### src/rtl/pwrup_diag_map.svh
`ifndef PWRUP_DIAG_MAP_SVH
`define PWRUP_DIAG_MAP_SVH

// Clock rate
`define PD_CLK_MHZ 100

// Settle time of each power-on check
`define PD_CHECK_US 10
`define PD_CHECK_CYCLES (`PD_CHECK_US * `PD_CLK_MHZ)

// Time each active code stays on the display
`define PD_DWELL_MS 1000
`define PD_DWELL_CYCLES (`PD_DWELL_MS * 1000 * `PD_CLK_MHZ)

// Display codes, two BCD digits
`define PD_CODE_WARN_ACTUATOR 8'h99
`define PD_CODE_AL_MULTI_TURN 8'h81
`define PD_CODE_AL_SYS_FAIL 8'h53
`define PD_CODE_AL_ENC_DISC 8'h50
`define PD_CODE_AL_COMMUTATION 8'h52
`define PD_CODE_SPEED 8'h00

// Slot positions of the active-code mask
`define PD_SLOT_WARN99 0
`define PD_SLOT_AL81 1
`define PD_SLOT_AL53 2
`define PD_SLOT_AL50 3
`define PD_SLOT_AL52 4
`define PD_SLOTS 5

`endif

### src/rtl/pwrup_diag_pkg.sv
`default_nettype none
package pwrup_diag_pkg;

    typedef enum logic [1:0] {
        ENC_ABS17 = 2'b00,
        ENC_ABS13 = 2'b01,
        ENC_INC_PAIRED = 2'b10,
        ENC_INC_WIRED = 2'b11
    } enc_type_t;

    typedef enum logic [2:0] {
        SEQ_LATCH = 3'b000,
        SEQ_VOLTAGE = 3'b001,
        SEQ_PAIRING = 3'b010,
        SEQ_MULTI_TURN = 3'b011,
        SEQ_WIRING = 3'b100,
        SEQ_STATUS = 3'b101
    } seq_state_t;

    typedef struct packed {
        logic [2:0] slot;
        logic slotValid;
    } rot_state_t;

    typedef struct packed {
        seq_state_t seq;
        logic [15:0] settleCnt;
        enc_type_t encType;
        logic warn99;
        logic al81;
        logic al53;
        logic al50;
        logic al52;
        logic systemDown;
        logic clearAccepted;
        logic statusMode;
        logic driveEnable;
        logic [7:0] gatedInputs;
        logic estopOut;
        logic rs232Active;
        logic rs485Active;
        logic [7:0] dispCode;
        logic dispAlarm;
        logic dispSpeed;
        logic [31:0] dwellCnt;
        logic dwellTick;
    } diag_state_t;

endpackage
`default_nettype wire

### src/rtl/alarm_rotator.sv
`timescale 1ns/1ps
`default_nettype none
`include "pwrup_diag_map.svh"

module alarm_rotator #(
    parameter int unsigned SLOTS = `PD_SLOTS
) (
    input wire logic clk,
    input wire logic rst,
    input wire logic [SLOTS-1:0] activeMask,
    input wire logic step,
    output logic [2:0] slot,
    output logic slotValid
);

    pwrup_diag_pkg::rot_state_t r;
    pwrup_diag_pkg::rot_state_t next_r;

    // First set slot after start, wrapping round; start itself is tried last
    function automatic logic [2:0] nextSet(input logic [SLOTS-1:0] mask, input logic [2:0] start);
        logic [2:0] found;
        logic hit;
        int unsigned k;
        found = start;
        hit = 1'b0;
        for (int i = 1; i <= SLOTS; i++) begin
            k = (int'(start) + i) % SLOTS;
            if (!hit && mask[k]) begin
                found = k[2:0];
                hit = 1'b1;
            end
        end
        return found;
    endfunction

    always_comb begin
        next_r = r;
        if (activeMask == '0) begin
            next_r.slotValid = 1'b0;
            next_r.slot = 3'h0;
        end else if (!r.slotValid || !activeMask[r.slot] || step) begin
            next_r.slot = nextSet(activeMask, r.slotValid ? r.slot : 3'(SLOTS - 1));
            next_r.slotValid = 1'b1;
        end
    end

    always_ff @(posedge clk) begin
        if (rst) begin
            r <= '0;
        end else begin
            r <= next_r;
        end
    end

    assign slot = r.slot;
    assign slotValid = r.slotValid;

endmodule

`default_nettype wire

### src/rtl/servo_powerup_diagnostics.sv
`timescale 1ns/1ps
`default_nettype none
`include "pwrup_diag_map.svh"

module servo_powerup_diagnostics #(
    parameter int unsigned CHECK_CYCLES = `PD_CHECK_CYCLES,
    parameter int unsigned DWELL_CYCLES = `PD_DWELL_CYCLES,
    parameter int unsigned IN_WIDTH = 8
) (
    input wire logic clk,
    input wire logic rst,
    input wire logic [1:0] encoderType,
    input wire logic supplyVoltageOk,
    input wire logic actuatorMatch,
    input wire logic multiTurnValid,
    input wire logic phaseAbzOk,
    input wire logic commutationPhaseSignalsOk,
    input wire logic encoderSupplyOk,
    input wire logic multiTurnClearFunction,
    input wire logic jogActive,
    input wire logic emergencyStop,
    input wire logic [IN_WIDTH-1:0] extInputs,
    input wire logic firstAxis,
    output logic statusMode,
    output logic displayShowsSpeed,
    output logic [7:0] displayCode,
    output logic displayIsAlarm,
    output logic warnActuatorMismatch,
    output logic alarmMultiTurn,
    output logic alarmSystemFailure,
    output logic alarmEncoderDisconnect,
    output logic alarmCommutation,
    output logic systemDown,
    output logic driveEnable,
    output logic multiTurnClearAccepted,
    output logic [IN_WIDTH-1:0] gatedInputs,
    output logic emergencyStopOut,
    output logic serialRs232Active,
    output logic serialRs485Active
);

    pwrup_diag_pkg::diag_state_t s;
    pwrup_diag_pkg::diag_state_t next_s;

    logic [2:0] rotSlot;
    logic rotValid;
    logic [`PD_SLOTS-1:0] activeMask;

    // Display code for a rotator slot
    function automatic logic [7:0] codeOf(input logic [2:0] slotIdx);
        logic [7:0] c;
        case (slotIdx)
            3'(`PD_SLOT_WARN99): c = `PD_CODE_WARN_ACTUATOR;
            3'(`PD_SLOT_AL81): c = `PD_CODE_AL_MULTI_TURN;
            3'(`PD_SLOT_AL53): c = `PD_CODE_AL_SYS_FAIL;
            3'(`PD_SLOT_AL50): c = `PD_CODE_AL_ENC_DISC;
            3'(`PD_SLOT_AL52): c = `PD_CODE_AL_COMMUTATION;
            default: c = `PD_CODE_SPEED;
        endcase
        return c;
    endfunction

    // Absolute encoders carry multi-turn data
    function automatic logic isAbsolute(input pwrup_diag_pkg::enc_type_t t);
        return (t == pwrup_diag_pkg::ENC_ABS17) || (t == pwrup_diag_pkg::ENC_ABS13);
    endfunction

    always_comb begin
        activeMask = '0;
        activeMask[`PD_SLOT_WARN99] = s.warn99;
        activeMask[`PD_SLOT_AL81] = s.al81;
        activeMask[`PD_SLOT_AL53] = s.al53;
        activeMask[`PD_SLOT_AL50] = s.al50;
        activeMask[`PD_SLOT_AL52] = s.al52;
    end

    alarm_rotator #(
        .SLOTS(`PD_SLOTS)
    ) u_rotator (
        .clk(clk),
        .rst(rst),
        .activeMask(activeMask),
        .step(s.dwellTick),
        .slot(rotSlot),
        .slotValid(rotValid)
    );

    always_comb begin
        next_s = s;
        next_s.dwellTick = 1'b0;

        // Settle counter for each check step
        if (s.settleCnt != 16'h0000) begin
            next_s.settleCnt = s.settleCnt - 16'h0001;
        end

        case (s.seq)
            pwrup_diag_pkg::SEQ_LATCH: begin
                next_s.encType = pwrup_diag_pkg::enc_type_t'(encoderType);
                next_s.settleCnt = 16'(CHECK_CYCLES - 1);
                next_s.seq = pwrup_diag_pkg::SEQ_VOLTAGE;
            end
            pwrup_diag_pkg::SEQ_VOLTAGE: begin
                // Wait for a sound input voltage before going on
                if (s.settleCnt == 16'h0000 && supplyVoltageOk) begin
                    next_s.settleCnt = 16'(CHECK_CYCLES - 1);
                    case (s.encType)
                        pwrup_diag_pkg::ENC_ABS17: next_s.seq = pwrup_diag_pkg::SEQ_PAIRING;
                        pwrup_diag_pkg::ENC_ABS13: next_s.seq = pwrup_diag_pkg::SEQ_MULTI_TURN;
                        pwrup_diag_pkg::ENC_INC_PAIRED: next_s.seq = pwrup_diag_pkg::SEQ_PAIRING;
                        default: next_s.seq = pwrup_diag_pkg::SEQ_WIRING;
                    endcase
                end
            end
            pwrup_diag_pkg::SEQ_PAIRING: begin
                if (s.settleCnt == 16'h0000) begin
                    if (!actuatorMatch) begin
                        next_s.warn99 = 1'b1;
                    end
                    next_s.settleCnt = 16'(CHECK_CYCLES - 1);
                    if (s.encType == pwrup_diag_pkg::ENC_ABS17) begin
                        next_s.seq = pwrup_diag_pkg::SEQ_MULTI_TURN;
                    end else begin
                        next_s.seq = pwrup_diag_pkg::SEQ_STATUS;
                    end
                end
            end
            pwrup_diag_pkg::SEQ_MULTI_TURN: begin
                if (s.settleCnt == 16'h0000) begin
                    if (!multiTurnValid) begin
                        if (s.encType == pwrup_diag_pkg::ENC_ABS17) begin
                            next_s.al81 = 1'b1;
                        end else begin
                            next_s.al53 = 1'b1;
                        end
                        next_s.systemDown = 1'b1;
                    end
                    next_s.seq = pwrup_diag_pkg::SEQ_STATUS;
                end
            end
            pwrup_diag_pkg::SEQ_WIRING: begin
                if (s.settleCnt == 16'h0000) begin
                    next_s.seq = pwrup_diag_pkg::SEQ_STATUS;
                end
            end
            pwrup_diag_pkg::SEQ_STATUS: begin
                next_s.statusMode = 1'b1;
            end
            default: begin
                next_s.seq = pwrup_diag_pkg::SEQ_LATCH;
            end
        endcase

        // Wiring faults of a wired incremental encoder (ENC_INC_WIRED) are watched from the end of the wiring check on
        if (s.encType == pwrup_diag_pkg::ENC_INC_WIRED &&
            (s.seq == pwrup_diag_pkg::SEQ_WIRING || s.seq == pwrup_diag_pkg::SEQ_STATUS) &&
            (s.seq == pwrup_diag_pkg::SEQ_STATUS || s.settleCnt == 16'h0000)) begin
            if (!phaseAbzOk || !commutationPhaseSignalsOk || !encoderSupplyOk) begin
                next_s.al50 = 1'b1;
            end
            if (!commutationPhaseSignalsOk || !encoderSupplyOk) begin
                next_s.al52 = 1'b1;
            end
        end

        // Clear command is noted for absolute encoders only; the alarm itself stays until power is cycled
        if (multiTurnClearFunction && isAbsolute(s.encType)) begin
            next_s.clearAccepted = 1'b1;
        end

        // Divider that paces the code rotation
        if (s.statusMode) begin
            if (s.dwellCnt == 32'h0000_0000) begin
                next_s.dwellCnt = 32'(DWELL_CYCLES - 1);
                next_s.dwellTick = 1'b1;
            end else begin
                next_s.dwellCnt = s.dwellCnt - 32'h0000_0001;
            end
        end else begin
            // Preload so the first code also stands a full dwell
            next_s.dwellCnt = 32'(DWELL_CYCLES - 1);
        end

        // Display: speed by default, otherwise the current active code
        if (s.statusMode && rotValid) begin
            next_s.dispCode = codeOf(rotSlot);
            next_s.dispAlarm = (rotSlot != 3'(`PD_SLOT_WARN99));
            next_s.dispSpeed = 1'b0;
        end else begin
            next_s.dispCode = `PD_CODE_SPEED;
            next_s.dispAlarm = 1'b0;
            next_s.dispSpeed = s.statusMode;
        end

        // Drive stays off while down, before status mode, and under emergency stop
        next_s.driveEnable = s.statusMode && !s.systemDown && !next_s.systemDown &&
            !emergencyStop;

        // In JOG only emergency stop is honoured
        next_s.gatedInputs = jogActive ? '0 : extInputs;
        next_s.estopOut = emergencyStop;

        next_s.rs232Active = firstAxis;
        next_s.rs485Active = !firstAxis;
    end

    always_ff @(posedge clk) begin
        if (rst) begin
            s <= '0;
            s.seq <= pwrup_diag_pkg::SEQ_LATCH;
            s.encType <= pwrup_diag_pkg::ENC_ABS17;
            s.dispCode <= `PD_CODE_SPEED;
        end else begin
            s <= next_s;
        end
    end

    assign statusMode = s.statusMode;
    assign displayShowsSpeed = s.dispSpeed;
    assign displayCode = s.dispCode;
    assign displayIsAlarm = s.dispAlarm;
    assign warnActuatorMismatch = s.warn99;
    assign alarmMultiTurn = s.al81;
    assign alarmSystemFailure = s.al53;
    assign alarmEncoderDisconnect = s.al50;
    assign alarmCommutation = s.al52;
    assign systemDown = s.systemDown;
    assign driveEnable = s.driveEnable;
    assign multiTurnClearAccepted = s.clearAccepted;
    assign gatedInputs = s.gatedInputs;
    assign emergencyStopOut = s.estopOut;
    assign serialRs232Active = s.rs232Active;
    assign serialRs485Active = s.rs485Active;

endmodule

`default_nettype wire

### config.mk
export PLATFORM = sky130hd
export DESIGN_NAME = servo_powerup_diagnostics
export DESIGN_NICKNAME = d
export VERILOG_FILES = /design/src/rtl/pwrup_diag_pkg.sv /design/src/rtl/alarm_rotator.sv /design/src/rtl/servo_powerup_diagnostics.sv
export VERILOG_INCLUDE_DIRS = /design/src /design/src/rtl
export SDC_FILE = /design/constraint.sdc
export NUM_CORES = 1
export LEC_CHECK = 0
export ABC_AREA = 1
export BUFFER_PORTS_ARGS = -buffer_cell sky130_fd_sc_hd__buf_4
export CORE_MARGIN = 1
export CORE_UTILIZATION = 34
export DETAILED_ROUTE_END_ITERATION = 10
export PLACE_DENSITY = 0.58
export SLEW_MARGIN = 20
export SYNTH_ARGS = -nofsm -noshare
export SYNTH_HDL_FRONTEND = slang
export SYNTH_SLANG_ARGS = --single-unit
### constraint.sdc
create_clock -name clk -period 7.2 [get_ports clk]
set_clock_uncertainty 0.2 [all_clocks]
set_input_delay 0.36 -clock clk [delete_from_list [all_inputs] [get_ports clk]]
set_output_delay 0.36 -clock clk [all_outputs]
set_load 0.005 [all_outputs]
==> results of run 1 <==
## worst paths after layout
check,to,slack (ns),cells past startpoint
max reg2reg,u_rotator.slot[2],2.86,27
min,driveEnable,0.02,2
min reg2reg,multiTurnClearAccepted,0.27,2
max,u_rotator.slot[2],2.86,27
## per-stage QoR
step                      cell area [um2]  setup WS (ns)  power (mW)  utilization  cells
after floorplan                      5430          3.532      0.6156            -    791
after global placement               5872          2.987      0.6481       0.3820   1023
after detailed placement             5872          2.895      0.6498       0.3820   1023
after CTS                            6210          2.852       1.166       0.4040   1040
after global routing                 6210          2.335       1.206       0.4040   1040
final                                6210          2.861       1.157       0.4040   1040
## synthesized netlist by cell type (4+ instances only)
cell type,instances,area [um2]
nand2_2,17,106.4
ha_1,24,300.3
nand2_1,134,503.0
nand2_4,4,45.04
xnor2_1,14,122.6
nand3_2,5,50.05
xor2_1,16,140.1
inv_1,109,409.1
nor3_1,19,95.09
o21ai_1,5,25.02
buf_4,18,135.1
a21oi_1,24,120.1
nor2_1,114,427.9
inv_2,4,15.01
clkbuf_1,5,18.77
o21ai_0,45,225.2
nor4_1,4,25.02
nand3_1,74,370.4
dfxtp_1,86,1722
nand4_1,9,56.30
a21oi_2,5,43.79
o21ai_2,4,35.03
## routing by layer
metal	vias up	GRT usage	wire (um)	share of wire
li1	2593	-	-	-
met3	15	0.03326	478	0.038
met5	-	0	0	0
met2	98	0.2579	5524	0.44
met1	2160	0.2199	6528	0.52
met4	0	0.03253	145	0.011
## logic make-up after synthesis
logic type / Yosys count / synth area share
xor+xnor: 31 / 0.05142
fa+ha+maj: 24 / 0.05534
buf+inv: 144 / 0.1171
compound gates: 106 / 0.1185
simple gates: 398 / 0.3396
other cells: 1 / 0.0006911
flops: 86 / 0.3173
## critical path: stages (launching register included)
cell and delay, ns:
dfxtp_1 0.65, nand2_2 0.22, inv_1 0.28, ha_1 0.22, nand2_1 0.08, nand2_2 0.10, inv_2 0.06, ha_1 0.18
nor2_1 0.15, nand3_1 0.12, nand2_1 0.09, xor2_1 0.29, ha_1 0.22, inv_1 0.05, or2_2 0.27, nand3_2 0.10
nand2_4 0.07, inv_1 0.05, nand2_1 0.08, nand2_1 0.09, nand3_1 0.07, nand3_1 0.08, nand2_1 0.07, nor2_2 0.12
nand2_4 0.08, nor2_1 0.09, nor2_1 0.06, a21oi_2 0.12
## state kept, by name, summed over array words and instances, names as in the netlist, 3 cells and up
| name | cells |
|---|---|
| u_rotator.slot | 3 |
| displayCode | 6 |
| s | 54 |
| gatedInputs | 8 |
## cell type report
type / instances / area (um2)
well taps: 211 / 264.0
inverters: 116 / 445.4
repair buffers: 50 / 377.9
clock inverters: 7 / 102.6
fillers: 1622 / 9161
flip-flops and latches: 86 / 1722
clock buffers: 9 / 225.2
multi-input cells: 561 / 3073
## timing repair
action	CTS	global route
setup endpoints to repair	0	0
hold buffers	1	0
hold endpoints to repair	1	0
## where the power goes
group	total [mW]	internal [mW]	switching (mW)	leakage [nW]
Sequential	0.516	0.499	0.0177	0.706
Combinational	0.124	0.0497	0.0746	1.99
Clock	0.516	0.309	0.207	0.157
==> results.sh, run 1 <==
export IMPL_cts_tree="yes"
export IMPL_ant_nets=0
export IMPL_most_common_layout_cells="nand2_1 (134), nor2_1 (114), inv_1 (109)"
export IMPL_routed_via_density=4.679
export IMPL_routed_wl_mm=12.68
export IMPL_crit_type="reg2reg"
export IMPL_hold_start="emergencyStop"
export IMPL_numClockSinks=86
export IMPL_drv_cap=0
export IMPL_clockBufferDepth=2
export IMPL_rows=45
export IMPL_post_cts_buffers=0
export IMPL_drt_iter0_drc=366
export IMPL_clock_latency_ns=0.34
export IMPL_start_util=0.3530
export IMPL_grt_pass1_wl_mm=21.28
export IMPL_status="complete, no violations"
export IMPL_fin_crit_sh=0.6026
export IMPL_dr_pass1_iters=8
export IMPL_drive_gt1_frac=0.1472
export IMPL_startpoint="u_rotator.slotValid"
export IMPL_wl_per_cell_um=12.19
export IMPL_htree_levels=3
export IMPL_ys_seq_area_frac=0.3173
export IMPL_grt_max_degree=27
export IMPL_ys_types=52
export IMPL_vias=4866
export IMPL_yosys_warnings=0
export IMPL_synth_main_ff_cell="dfxtp_1"
export IMPL_nets=870
export IMPL_peakVddDrop_uv=129.9
export IMPL_io_pin_count=52
export IMPL_min_path_type="in2reg"
export IMPL_r2r_start="u_rotator.slotValid"
export IMPL_p_per_area_mw_per_mm2=186.3
export IMPL_critPathLaunchType="register"
export IMPL_grt_ovfl_total=0
export IMPL_grt_pass1_vias=4472
export IMPL_worst_hold_slack_ns=0.02274
export IMPL_layout_commonest_cell="nand2_1"
export IMPL_power_leakage_nw=2.854
export IMPL_num_antenna_cells=0
export IMPL_cts_root_buf="clkbuf_16"
export IMPL_hold_violations=0
export IMPL_place_hpwl_mm=9.542
export IMPL_cts_inserted_buffers=9
export IMPL_synthCells=790
export IMPL_drv_slew=0
export IMPL_timing_fmax_ghz=0.2305
export IMPL_synth_edff_count=0
export IMPL_placement_io_buffers=49
export IMPL_rsz0062_at_grt="no"
export IMPL_ys_ff_latch=86
export IMPL_globalplace_congestion=0.8645
export IMPL_critPathCaptureType="register"
export IMPL_async_flop_share=0
export IMPL_cp_data_arrival_time_ns=4.42
export IMPL_worst_pin_slew_ns=0.7875
export IMPL_path_clk_slew_ns=0.07
export IMPL_fin_crit_ns=4.339
export IMPL_worstPathMaxFanout=8
export IMPL_finalSetupViolCount=0
export IMPL_antenna_found_initial=0
export IMPL_chipWidth_um=128.3
export IMPL_die_height_um=128.3
export IMPL_grt_use_total=0.1598
export IMPL_slew_headroom=0.4744
export IMPL_drc=0
export IMPL_ctsResizeCount=0
export IMPL_avgSynthCellArea_um2=6.869
export IMPL_area_growth_syn_to_layout_pct=14.43
export IMPL_crit_required_ns=7.28
export IMPL_coreArea_mm2=0.01537
export IMPL_finalSetupTns_ns=0
export IMPL_syn_area_mm2=0.005426
export IMPL_die_area_mm2=0.01647
(Power assumes the default switching activity.)
==> run 2: changes to the inputs <==
==> constraint.sdc (replaced) <==
create_clock -name clk -period 4 [get_ports clk]
set_clock_uncertainty 0.2 [all_clocks]
set_input_delay 0.2 -clock clk [delete_from_list [all_inputs] [get_ports clk]]
set_output_delay 0.2 -clock clk [all_outputs]
set_load 0.005 [all_outputs]
==> run 2 against run 1 <==
Effect of this change: register-to-register slack got worse by 2.5 ns; critical path depth did not move; utilization rose by 2.1 points; routed wire length rose by 3.2%; worst hold slack got worse by 0.018 ns; clock power rose by 80%; fmax rose by 18%; total power rose by 81%; non-clock buffer count rose by 33; worst setup slack got worse by 2.5 ns; via count rose by 2.2%; combinational power rose by 91%; largest power group is now clock.
==> results.sh, run 2 (synthesis results as in run 1) <==
export IMPL_cts_root_buf="clkbuf_16"
export IMPL_gr_max_usage_layer="met2"
export IMPL_drt_iter0_drc=281
export IMPL_worst_pin_slew_ns=0.7488
export IMPL_ant_nets=0
export IMPL_crit_type="reg2reg"
export IMPL_min_path_type="in2reg"
export IMPL_fin_crit_sh=0.9211
export IMPL_most_common_layout_cells="nand2_1 (134), nor2_1 (113), inv_1 (109)"
export IMPL_grt_use_total=0.1687
export IMPL_numClockSinks=86
export IMPL_top_register="s"
export IMPL_nets=903
export IMPL_critPathCaptureType="register"
export IMPL_comb_power_share=0.113
export IMPL_grt_max_degree=27
export IMPL_routed_via_density=4.633
export IMPL_num_antenna_cells=0
export IMPL_rr_worst_depth=27
export IMPL_grt_pass1_vias=4842
export IMPL_p_seq_frac=0.443
export IMPL_worstPathMaxFanout=10
export IMPL_grt_pass1_wl_mm=22.45
export IMPL_use_met1=0.2183
export IMPL_rsz0062_at_grt="no"
export IMPL_dr_pass1_iters=4
export IMPL_clockBufferDepth=2
export IMPL_crit_path_frequent_cell="nand2_1"
export IMPL_die_height_um=128.3
export IMPL_slew_headroom=0.5002
export IMPL_placement_io_buffers=49
export IMPL_chipWidth_um=128.3
export IMPL_status="complete, no violations"
export IMPL_area_growth_syn_to_layout_pct=20.38
export IMPL_cts_inserted_buffers=9
export IMPL_power_leakage_nw=3.018
export IMPL_rows=45
export IMPL_power_switching_mw=0.5401
export IMPL_hold_violations=0
export IMPL_layout_commonest_cell="nand2_1"
export IMPL_critPathLaunchType="register"
export IMPL_finalSetupViolCount=0
export IMPL_start_util=0.3530
export IMPL_drive_gt1_frac=0.1589
export IMPL_p_int_mw=1.557
export IMPL_layout_area_seq_mm2=0.001727
export IMPL_drc=0
export IMPL_fin_crit_ns=3.685
export IMPL_p_sw_frac=0.2575
export IMPL_worst_hold_slack_ns=0.004471
export IMPL_multi_input_area_mm2=0.003083
export IMPL_crit_path_max_incr_delay_ns=0.41
export IMPL_met3_usage=0.03326
export IMPL_htree_levels=3
export IMPL_grtUsageMet2=0.2903
export IMPL_place_hpwl_mm=9.721
export IMPL_peakVddDrop_uv=199.6
export IMPL_drv_slew=0
export IMPL_cpMaxStageDelayCell="dfxtp_2"
export IMPL_path_clk_slew_ns=0.07
export IMPL_p_per_area_mw_per_mm2=321.1
export IMPL_globalplace_congestion=0.8592
export IMPL_coreArea_mm2=0.01537
export IMPL_finalSetupTns_ns=0
export IMPL_hold_depth=2
export IMPL_crit_required_ns=4.07
export IMPL_clkPwrFrac=0.444
export IMPL_drv_cap=0
export IMPL_cp_data_arrival_time_ns=3.76
export IMPL_grt_ovfl_total=0
export IMPL_cts_tree="yes"
export IMPL_fillers=1621
export IMPL_largest_register_ff_count=54
export IMPL_die_area_mm2=0.01647
export IMPL_vias=4971
export IMPL_clock_latency_ns=0.34
export IMPL_timing_fmax_ghz=0.2714
export IMPL_wl_per_cell_um=12.19
export IMPL_routed_wl_mm=13.08
export IMPL_io_pin_count=52
export IMPL_antenna_found_initial=0
[run 2: area by class of cell]
type	instances	area share
clock inverters	7	0.01571
clock buffers	9	0.03448
flip-flops and latches	86	0.2643
multi-input cells	561	0.4719
well taps	211	0.04041
repair buffers	83	0.1050
inverters	116	0.06819
[run 2: path summary, 6_finish.rpt]
check	from	endpoint	slack, ns
hold reg to reg	multiTurnClearAccepted	multiTurnClearAccepted	0.28
hold / removal	rst	emergencyStopOut	0.004
setup / recovery	u_rotator.slotValid	u_rotator.slot[2]	0.32
setup reg to reg	u_rotator.slotValid	u_rotator.slot[2]	0.32
[run 2: power groups by stage]
stage / logic (mW) / registers [mW] / clock network [mW]
floorplan: 0.166 / 0.942 / 0
global placement: 0.218 / 0.949 / 0
detailed placement: 0.219 / 0.949 / 0
CTS: 0.237 / 0.929 / 0.948
global route: 0.273 / 0.935 / 0.976
finish: 0.237 / 0.929 / 0.931
[run 2: timing repair]
action                                 in CTS  in global routing
hold buffers                               25                  0
setup endpoints to repair                   0                  3
buffers inserted                            0                  1
resized for setup                           0                  6
endpoints found under the hold margin      19                  0
[run 2: layer usage]
metal,vias up,part of all wire
met5,-,0
li1,2657,-
met2,84,0.47
met1,2222,0.49
met3,8,0.036
met4,0,0.0079
[run 2: stage by stage]
| stage | area, um2 | setup slack [ns] | std cells | utilization | power, mW |
|---|---|---|---|---|---|
| after floorplan | 5430 | 0.3319 | 791 | - | 1.108 |
| after global placement | 5932 | 0.1778 | 1031 | 0.3859 | 1.167 |
| after detailed placement | 5932 | 0.06523 | 1031 | 0.3859 | 1.167 |
| after CTS | 6510 | 0.04341 | 1072 | 0.4235 | 2.115 |
| after global routing | 6533 | 0.0004068 | 1073 | 0.4250 | 2.184 |
| final | 6533 | 0.3155 | 1073 | 0.4250 | 2.097 |
[run 2: worst max-delay path: cells and delay by family (launching register included)]
kind	cells	cell delay [ns]
AO/OA/AOI/OAI	1	0.11
adder cells (fa/ha/maj)	2	0.36
AND/OR/NAND/NOR	18	1.96
XOR/XNOR	1	0.09
buffers and inverters	5	0.48
flip-flops	1	0.41
